### src/hw/status_pkg.sv
// Constants for the core status flags register.
// Assumes an 8-bit data path and a single core clock.
package status_pkg;
    localparam logic [7:0] STATUS_ADDR_BANK0 = 8'h03;
    localparam logic [7:0] STATUS_ADDR_BANK1 = 8'h83;
    localparam int         BIT_CARRY         = 0;
    localparam int         BIT_DIGIT_CARRY   = 1;
    localparam int         BIT_ZERO          = 2;
    localparam int         BIT_POWERDOWN     = 3;
    localparam int         BIT_TIMEOUT       = 4;
    localparam int         BIT_BANK_LOW      = 5;
    localparam int         BIT_BANK_HIGH     = 6;
    localparam int         BIT_INDIRECT      = 7;
    localparam logic [2:0] RESET_BANK_BITS   = 3'h0;
    localparam logic [1:0] RESET_INDICATORS  = 2'h3;
    localparam logic [2:0] RESET_ALU_FLAGS   = 3'h0;
    localparam logic [6:0] BANK_OFFSET_MASK  = 7'h7f;

    typedef enum logic [3:0] {
        ALU_PASS, ALU_ADD, ALU_SUB, ALU_AND, ALU_OR, ALU_XOR, ALU_COMP,
        ALU_INC, ALU_DEC, ALU_RLF, ALU_RRF, ALU_SWAP, ALU_CLEAR, ALU_BITOP
    } alu_op_t;
endpackage : status_pkg

### src/hw/flag_if.sv
// Bundle between the ALU flag unit and the status register.
// Assumes both ends sit on the core clock.
`timescale 1ns/1ps
interface flag_if;
    logic [7:0] result;
    logic       zero;
    logic       digit_carry;
    logic       carry;
    logic       upd_z;
    logic       upd_dc;
    logic       upd_c;
    modport alu (output result, zero, digit_carry, carry, upd_z, upd_dc, upd_c);
    modport reg_side (input result, zero, digit_carry, carry, upd_z, upd_dc, upd_c);
endinterface : flag_if

### src/hw/alu_flags.sv
// ALU result and flag generation for the status register.
// Assumes operands are stable for the cycle the op is presented.
`timescale 1ns/1ps
module alu_flags (
    input  wire status_pkg::alu_op_t op_i,
    input  wire logic [7:0]          a_i,
    input  wire logic [7:0]          b_i,
    input  wire logic                carry_in_i,
    flag_if.alu                      f
);
    logic [8:0] sum;
    logic [4:0] nib;
    always_comb begin
        sum = 9'h000;
        nib = 5'h00;
        f.result = a_i;
        f.carry = carry_in_i;
        f.digit_carry = 1'b0;
        f.upd_z = 1'b0;
        f.upd_dc = 1'b0;
        f.upd_c = 1'b0;
        unique case (op_i)
            status_pkg::ALU_ADD: begin
                sum = {1'b0, a_i} + {1'b0, b_i};
                nib = {1'b0, a_i[3:0]} + {1'b0, b_i[3:0]};
                f.result = sum[7:0];
                f.carry = sum[8];
                f.digit_carry = nib[4];
                {f.upd_z, f.upd_dc, f.upd_c} = 3'h7;
            end
            status_pkg::ALU_SUB: begin
                sum = {1'b0, a_i} + {1'b0, ~b_i} + 9'h001;
                nib = {1'b0, a_i[3:0]} + {1'b0, ~b_i[3:0]} + 5'h01;
                f.result = sum[7:0];
                f.carry = sum[8];
                f.digit_carry = nib[4];
                {f.upd_z, f.upd_dc, f.upd_c} = 3'h7;
            end
            status_pkg::ALU_AND: begin f.result = a_i & b_i; f.upd_z = 1'b1; end
            status_pkg::ALU_OR:  begin f.result = a_i | b_i; f.upd_z = 1'b1; end
            status_pkg::ALU_XOR: begin f.result = a_i ^ b_i; f.upd_z = 1'b1; end
            status_pkg::ALU_COMP: begin f.result = ~a_i; f.upd_z = 1'b1; end
            status_pkg::ALU_INC: begin f.result = a_i + 8'h01; f.upd_z = 1'b1; end
            status_pkg::ALU_DEC: begin f.result = a_i - 8'h01; f.upd_z = 1'b1; end
            status_pkg::ALU_PASS: f.upd_z = 1'b1;
            status_pkg::ALU_RLF: begin
                f.result = {a_i[6:0], carry_in_i};
                f.carry = a_i[7];
                f.upd_c = 1'b1;
            end
            status_pkg::ALU_RRF: begin
                f.result = {carry_in_i, a_i[7:1]};
                f.carry = a_i[0];
                f.upd_c = 1'b1;
            end
            status_pkg::ALU_SWAP: f.result = {a_i[3:0], a_i[7:4]};
            status_pkg::ALU_CLEAR: begin f.result = 8'h00; f.upd_z = 1'b1; end
            status_pkg::ALU_BITOP: f.result = a_i;
            default: f.result = a_i;
        endcase
        f.zero = (f.result == 8'h00);
    end
endmodule : alu_flags

### src/hw/cpu_status.sv
// Status register of an 8-bit core: ALU flags, reset indicators, bank bits.
// Assumes the execute stage presents one instruction per enabled cycle.
`timescale 1ns/1ps
// Behaviour
// - Status register accepts any instruction write
// - Flag-setting instructions override written flag bits
// - Indicator bits ignore instruction writes
// - Clear gives 000u u1uu pattern
// - Bank bits select 128-byte bank
// - Add carry equals carry out
// - Subtract carries are inverted borrows
// - Rotate loads carry from shifted bit
// - Register answers at both bank addresses
module cpu_status (
    input  wire logic                clk_i,
    input  wire logic                sys_rst_i,
    input  wire logic                exec_en_i,
    input  wire status_pkg::alu_op_t op_i,
    input  wire logic [7:0]          operand_a_i,
    input  wire logic [7:0]          operand_b_i,
    input  wire logic                write_en_i,
    input  wire logic [7:0]          write_addr_i,
    input  wire logic [7:0]          read_addr_i,
    input  wire logic [6:0]          direct_offset_i,
    input  wire logic                wdt_timeout_i,
    input  wire logic                sleep_entry_i,
    input  wire logic                clrwdt_i,
    output logic [7:0]               result_o,
    output logic [7:0]               status_o,
    output logic                     status_read_hit_o,
    output logic [8:0]               direct_addr_o,
    output logic                     carry_o
);
    typedef struct packed {
        logic       indirect_bank_bit;
        logic       bank_select_high;
        logic       bank_select_low;
        logic       timeout_indicator;
        logic       powerdown_indicator;
        logic       zero_flag;
        logic       digit_carry_flag;
        logic       carry_flag;
        logic [7:0] result;
    } state_t;

    state_t   st;
    state_t   next_st;
    logic     write_hit;
    logic [7:0] cur;

    flag_if f ();

    alu_flags alu_flags_inst (
        .op_i       (op_i),
        .a_i        (operand_a_i),
        .b_i        (operand_b_i),
        .carry_in_i (st.carry_flag),
        .f          (f)
    );

    assign cur = {st.indirect_bank_bit, st.bank_select_high, st.bank_select_low,
                  st.timeout_indicator, st.powerdown_indicator,
                  st.zero_flag, st.digit_carry_flag, st.carry_flag};

    assign write_hit = write_en_i && ((write_addr_i == status_pkg::STATUS_ADDR_BANK0)
                                   || (write_addr_i == status_pkg::STATUS_ADDR_BANK1));
    assign status_read_hit_o = (read_addr_i == status_pkg::STATUS_ADDR_BANK0)
                            || (read_addr_i == status_pkg::STATUS_ADDR_BANK1);

    always_comb begin
        next_st = st;
        if (exec_en_i) begin
            next_st.result = f.result;
            if (write_hit) begin
                next_st.indirect_bank_bit = f.result[status_pkg::BIT_INDIRECT];
                next_st.bank_select_high  = f.result[status_pkg::BIT_BANK_HIGH];
                next_st.bank_select_low   = f.result[status_pkg::BIT_BANK_LOW];
                // any flag-affecting op blocks all three flag writes
                if (!(f.upd_z || f.upd_dc || f.upd_c)) begin
                    next_st.zero_flag        = f.result[status_pkg::BIT_ZERO];
                    next_st.digit_carry_flag = f.result[status_pkg::BIT_DIGIT_CARRY];
                    next_st.carry_flag       = f.result[status_pkg::BIT_CARRY];
                end
            end
            // ALU flags win over data write
            if (f.upd_z) begin
                next_st.zero_flag = f.zero;
            end
            if (f.upd_dc) begin
                next_st.digit_carry_flag = f.digit_carry;
            end
            if (f.upd_c) begin
                next_st.carry_flag = f.carry;
            end
        end
        // indicators driven by reset and sleep logic
        if (clrwdt_i) begin
            next_st.timeout_indicator   = 1'b1;
            next_st.powerdown_indicator = 1'b1;
        end
        if (sleep_entry_i) begin
            next_st.timeout_indicator   = 1'b1;
            next_st.powerdown_indicator = 1'b0;
        end
        if (wdt_timeout_i) begin
            next_st.timeout_indicator = 1'b0;
        end
    end

    always_ff @(posedge clk_i or posedge sys_rst_i) begin
        if (sys_rst_i) begin
            {st.indirect_bank_bit, st.bank_select_high, st.bank_select_low}
                <= status_pkg::RESET_BANK_BITS;
            {st.timeout_indicator, st.powerdown_indicator} <= status_pkg::RESET_INDICATORS;
            {st.zero_flag, st.digit_carry_flag, st.carry_flag} <= status_pkg::RESET_ALU_FLAGS;
            st.result <= 8'h00;
        end else begin
            st <= next_st;
        end
    end

    assign result_o = st.result;
    assign status_o = cur;
    assign carry_o  = st.carry_flag;
    // two bank bits pick one of four 128-byte banks
    assign direct_addr_o = {st.bank_select_high, st.bank_select_low,
                            direct_offset_i & status_pkg::BANK_OFFSET_MASK};
endmodule : cpu_status

### config.mk
export PLATFORM = sky130hd
export DESIGN_NAME = cpu_status
export DESIGN_NICKNAME = d
export VERILOG_FILES = /design/src/hw/status_pkg.sv /design/src/hw/flag_if.sv /design/src/hw/alu_flags.sv /design/src/hw/cpu_status.sv
export SDC_FILE = /design/constraint.sdc
export NUM_CORES = 1
export LEC_CHECK = 0
export BUFFER_PORTS_ARGS = -buffer_cell sky130_fd_sc_hd__buf_2
export CORE_MARGIN = 1
export CORE_UTILIZATION = 30
export DETAILED_ROUTE_END_ITERATION = 6
export GPL_ROUTABILITY_DRIVEN = 0
export PLACE_DENSITY = 0.47
export SLEW_MARGIN = 20
export SYNTH_ARGS = -nofsm -noshare
export SYNTH_HDL_FRONTEND = slang
export SYNTH_HIERARCHICAL = 1
export SYNTH_SLANG_ARGS = --single-unit
### constraint.sdc
create_clock -name clk_i -period 4.66 [get_ports clk_i]
set_input_delay 0.932 -clock clk_i [delete_from_list [all_inputs] [get_ports clk_i]]
set_output_delay 0.932 -clock clk_i [all_outputs]
set_load 0.05 [all_outputs]
=== Word-level counts from Yosys, hierarchy flattened ===
Index checks and enable logic that the tools add are counted.

* Register bits: 16
* Bits of input ports: 50
* Output and inout port bits: 27
* Word-level logic and storage cells: 76

* $add $sub $neg: 8
* Eq/ne operators: 20
* Muxes and demuxes: 14
* Bitwise operators: 6
* Reduce and logical (&&, ||, !) cells: 19

{| class="wikitable"
|+ Operators by type and width
! cell !! count
|-
| 8-bit case mux with 12 select lines || 1
|-
| 4-bit equality test (second input constant) || 5
|-
| 8-bit by 8-bit adder with 9-bit output || 2
|-
| 4-bit by 3-bit equality test with 1-bit output (second input constant) || 4
|-
| 8-bit by 2-bit equality test with 1-bit output (second input constant) || 2
|-
| 8-bit equality test (second input constant) || 2
|-
| 8-bit inverter || 2
|-
| 4-bit by 4-bit adder with 5-bit output || 2
|-
| 10-bit OR reduction || 1
|-
| 9-bit by 1-bit adder with 9-bit output (second input constant) || 1
|-
| 8-bit by 1-bit adder with 8-bit output (second input constant) || 1
|-
| 8-bit bitwise AND || 1
|-
| 4-bit by 2-bit equality test with 1-bit output (second input constant) || 2
|-
| 8-bit logical NOT || 1
|-
| 8-bit bitwise OR || 1
|-
| 2-bit nonzero test || 4
|-
| 8-bit by 1-bit subtractor with 8-bit output (second input constant) || 1
|-
| 8-bit XOR || 1
|-
| 1-bit two-way mux || 7
|-
| 3-bit two-way mux || 2
|-
| 2-bit != test (second input constant) || 3
|-
| 3-bit AND reduction || 2
|-
| 5-bit by 1-bit adder with 5-bit output (second input constant) || 1
|-
| 5-bit by 1-bit != test with 1-bit output (second input constant) || 1
|-
| other kinds (13) || 17
|}

=== Logic depth before layout (Yosys ltp) ===
* Word-level depth: 8
* Mapped depth: 14
* Mapped depth without buffers: 14

=== Cells and area by module ===
Netlist, hierarchy kept.

{| class="wikitable"
|+ By module, submodules not included
! module !! times used !! cells an instance !! area an instance (um^2) !! seq. area each (um^2)
|-
| alu_flags || 1 || 303 || 2152.1 || 0.0
|-
| cpu_status || 1 || 68 || 794.5 || 402.9
|}

=== Worst setup path before layout ===
Ideal clock, no wire load.

* Path type: input -> output
* From: input read_addr_i[4]
* To: output status_read_hit_o
* Arrival: 2.539 ns
* Required time: 3.728 ns
* Slack: 1.189 ns
* Stages: 2
* Path buffers: 0
* Cell sequence: or4_1 > nor3_1

* Longest elaborated chain between the ends: 2
* Elaborated cells on any way between the ends: 3
* Those cells by class: eq/ne (2); reduce/logical (1)

{| class="wikitable"
|+ Ends and longest elaborated chain
! element !! RTL line !! RTL
|-
| from (decl) || cpu_status.sv:23 || <nowiki>input wire logic [7:0] read_addr_i,</nowiki>
|-
| 8-bit by 2-bit equality test with 1-bit output or 8-bit equality test (tied branches) || cpu_status.sv:67, cpu_status.sv:68 ||
|-
| 1-bit logical OR * || cpu_status.sv:68 || <nowiki>|| (read_addr_i == status_pkg::STATUS_ADDR_BANK1);</nowiki>
|-
| to (decl) || cpu_status.sv:30 || <nowiki>output logic status_read_hit_o,</nowiki>
|}

Mark *: on every way between the ends. The rest lies on a longest branch, timed or not.

=== Worst setup path after layout ===
* From: input operand_a_i[0]
* To: register st (netlist bit status_o[2])

* Elaborated cells on any way between the ends: 14
* Those cells by class: add/sub (5); mux (4); bitwise (4); reduce/logical (1)

{| class="wikitable"
|+ RTL lines
! element !! RTL line !! RTL
|-
| from (decl) || cpu_status.sv:19 || <nowiki>input wire logic [7:0] operand_a_i,</nowiki>
|-
| 8-bit by 8-bit adder with 9-bit output || alu_flags.sv:32 || <nowiki>sum = {1'b0, a_i} + {1'b0, ~b_i} + 9'h001;</nowiki>
|-
| 9-bit by 1-bit adder with 9-bit output || alu_flags.sv:32 ||
|-
| 8-bit case mux with 12 select lines * || alu_flags.sv:22 || <nowiki>unique case (op_i)</nowiki>
|-
| named net f.result[6] || flag_if.sv:5 || <nowiki>logic [7:0] result;</nowiki>
|-
| 8-bit logical NOT * || alu_flags.sv:61 || <nowiki>f.zero = (f.result == 8'h00);</nowiki>
|-
| named net f.zero || flag_if.sv:6 || <nowiki>logic zero;</nowiki>
|-
| 1-bit two-way mux * || cpu_status.sv:86 || <nowiki>if (f.upd_z) begin</nowiki>
|-
| to (signal assigned) || cpu_status.sv:118 || <nowiki>st <= next_st;</nowiki>
|-
| to (decl) || cpu_status.sv:46 || <nowiki>state_t st;</nowiki>
|}

Mark *: on every way through the listed nets, which the timed path passes. The rest lies on a longest branch. The select of a mux whose other input is x is not followed.
A chain may end at the register's enable or synchronous reset.

==> summary.md <==
| Metric | Value |
|---|---|
| PnR worst setup slack | 795.2 ps |
| RSZ-0062 raised after global routing | false |
| Slew headroom | 0.4747 |
| H-tree Lvls | 1 |
| Gr usage total | 0.1868 |
| Synth Cell Area | 2947 um2 |
| Crit path DAT | 4040 ps |
| Worst-Margin Slew | 787.9 ps |
| Post-synth top cells | inv_1, nor2_1, ha_1, a21oi_1, nand2_1 |
| IO buf count | 60 |
| DIE HEIGHT | 101.1 um |
| WL/cell | 17.71 um |
| Xor/xnor cell area share of the yosys netlist | 0.02081 |
| Setup Total Neg Slack | 0 ps |
| Final wirelength | 9.371 mm |
| P&R area growth vs syn | 8.832% |
| Fraction of layout cells with a size suffix above 1 | 0.2425 |
| Largest family of logic cells by synthesized area | compound AO/OA/AOI/OAI gates |
| Row count | 35 |
| Pre-antenna DRT Iters | 5 |
| Hold-fix buffer count after cts | 0 |
| Fmax achieved | 258.7 MHz |
| Post-CTS setup repair buffer count | 0 |
| CP Data Required Time | 4840 ps |
| Post-synthesis mux area share | 0.07006 |
| Longest Clk Path Bufs | 2 |
| CP Launch Type | primary input |
| Cells after Synth | 371 |
| Critical-path cell with the highest stage delay | a2111oi_2 |
| CTS tree | yes |
| CTS root buf | clkbuf_8 |
| Pleak | 1.398 nW |
| CORE AREA | 9371 um2 |
| Nets@finish | 478 |
| DR iter-0 viols | 297 |
| Post-route minimum period | 3865 ps |
| Synth top area cells | dfrtp_1, ha_1, mux2_2, a21oi_1, buf_4 |
| Crit share post-route | 0.8293 |
| Status | complete, no violations |
| Worst R2R Path Depth | 8 |
| Slew Limit Fails | 0 |
| Yosys top cell area share | 0.1189 |
| Max IR drop VDD | 0.1097 mV |
| Pin count of the biggest net entering global routing | 43 |
| Number of I/O pins | 77 |
| Clk_skew | 0.07361 ps |
| Worst-path clk slew | 70 ps |
| CTS buffer count | 3 |
| Power Density | 210.5 nW/um2 |
| Asr flop ratio synth | 1.000 |
| Synth Register Bits | 16 |
| Register-to-register setup slack | 2620 ps |
| Initial antenna violation count | 0 |
| Via density | 5.624 |
| Setup violations, final | 0 |
| Dominant cell type by area after synthesis | dfrtp_1 |
| Worst path cell trace | buf_2 -> inv_1 -> ha_1 -> inv_1 -> fa_1 -> nor2b_1 -> o311ai_0 -> a211oi_1 -> a2111oi_2 -> o211a_1 -> a21oi_1 -> nor4_2 -> o32ai_1 -> a21oi_1 |
| Sequential-to-total area share from yosys stat | 0.1367 |
| ANT nets after route | 0 |
| Synth Flop Type | dfrtp_1 |
| Mapped Avg Cell Area | 7.942 um2 |
| Hold/Removal Path Class | reg -> reg |
| Total gr overflow | 0 |
| Max cap viols | 0 |
| Initial Utilization | 0.3144 |
| # diodes | 0 |
| Post-Synth Adder-Cell Area | 0.1197 |
| Worst Hold Depth | 1 |
| Yosys cell types | 74 |
| Vias in the first global route | 2767 |
| Global-route wire length before repair | 15.05 mm |
| Ys Warns | 6 |
| Count leader, synth | inv_1 |
| Total die area | 10220 um2 |
| Detailed-route DRC error count | 0 |
| Routed vias | 2975 |
| Clk Latency, worst-skew pair | 250 ps |
| Post-synth EDFFs | 0 |
| CP Capture Type | flop |
| CP max stage delay | 470 ps |
| Clk sinks | 16 |
| Post-synthesis net count | 448 |
| Final hold viol count | 0 |
| Worst Path Class, Setup | in -> reg |
| Gates resized, CTS repair | 0 |
| Chip Width | 101.1 um |
| DP Worst Slack | 522.9 ps |
| Post-DP HPWL | 7.167 mm |
| Complex-gate fraction of the synthesized area | 0.2904 |
| Simple-gate share of the synthesized area | 0.2352 |
| Critical path fanouts, max | 9 |
[worst paths after layout]
path	start	end
setup / recovery	operand_a_i[0]	status_o[2]$_DFFE_PP0P_
hold / removal	result_o[2]$_DFFE_PP0P_	result_o[2]$_DFFE_PP0P_
setup reg to reg	carry_o$_DFFE_PP0P_	status_o[2]$_DFFE_PP0P_
hold reg to reg	result_o[2]$_DFFE_PP0P_	result_o[2]$_DFFE_PP0P_
max in group asynchronous	sys_rst_i	status_o[1]$_DFFE_PP0P_
min in group asynchronous	sys_rst_i	direct_addr_o[7]$_DFFE_PP0P_
[per-stage QoR]
stage / cells / hold WS (ps) / cell area [um2] / util / power (mW)
after floorplan: 371 / 601.9 / 2947 / - / 0.4836
final: 529 / 500.5 / 3207 / 0.3422 / 0.6750
after detailed placement: 525 / 489.7 / 3162 / 0.3374 / 0.5644
after global routing: 529 / 523.2 / 3207 / 0.3422 / 0.7187
after global placement: 525 / 485.2 / 3162 / 0.3374 / 0.5632
after CTS: 529 / 502.6 / 3207 / 0.3422 / 0.6768
[report_power, final]
group | switching [mW] | leakage, nW | internal (mW)
Sequential | 0.0140 | 0.193 | 0.160
Combinational | 0.263 | 1.18 | 0.128
Clock | 0.0492 | 0.0228 | 0.0606
[cell families (layout without fill, tap and decap cells)]
group,Yosys count,count (layout)
xor gates and xnor gates,7,7
muxes,19,19
and+or+nand+nor,116,116
adders and majority gates,27,27
buffers and inverters,67,96
AOI/OAI and AO/OA,119,119
DFF,16,16
[sequential cells by signal, summed over array words and instances (netlist names)]
register and cells:
carry_o 1, status_o 5, direct_addr_o 2, result_o 8
[placed cells by master, fill, tap and decap left out, types with 4 or more instances in the layout]
master,n
buf_2,60
inv_1,30
mux2i_1,6
nor2b_1,5
a221oi_1,6
ha_1,25
nand2b_1,6
dfrtp_1,14
a211oi_1,5
mux2_2,13
o221ai_1,4
nand3_1,7
xnor2_1,5
a31oi_1,8
nor3_1,10
a21oi_1,24
o211ai_1,7
nor2_1,27
nand3b_1,4
o21ai_0,13
or2_2,4
o31ai_1,5
nand2_1,19
nand4_1,6
a22oi_1,4
[area by class of cell]
type	instances	area (um2)
clock buffer	4	45.04
fill	1012	6165
inverter	30	112.6
multi-input combinational	288	2170
sequential	16	402.9
tap	129	161.4
timing repair buffer	62	315.3
[routing by layer]
layer | wire [um] | track usage | up-vias
met5 | 0 | 0 | -
met4 | 133 | 0.03567 | 0
met3 | 481 | 0.02080 | 12
met2 | 4148 | 0.2889 | 122
met1 | 4607 | 0.2788 | 1405
li1 | - | - | 1436
[worst max-delay path, delay by kind of cell]
| family | cells | cell delay (ps) |
|---|---|---|
| AO/OA/AOI/OAI | 7 | 1590 |
| AND/OR/NAND/NOR | 2 | 460 |
| buffers and inverters | 3 | 440 |
| adder cells (fa/ha/maj) | 2 | 610 |
Power figures use the tool's default switching activity.
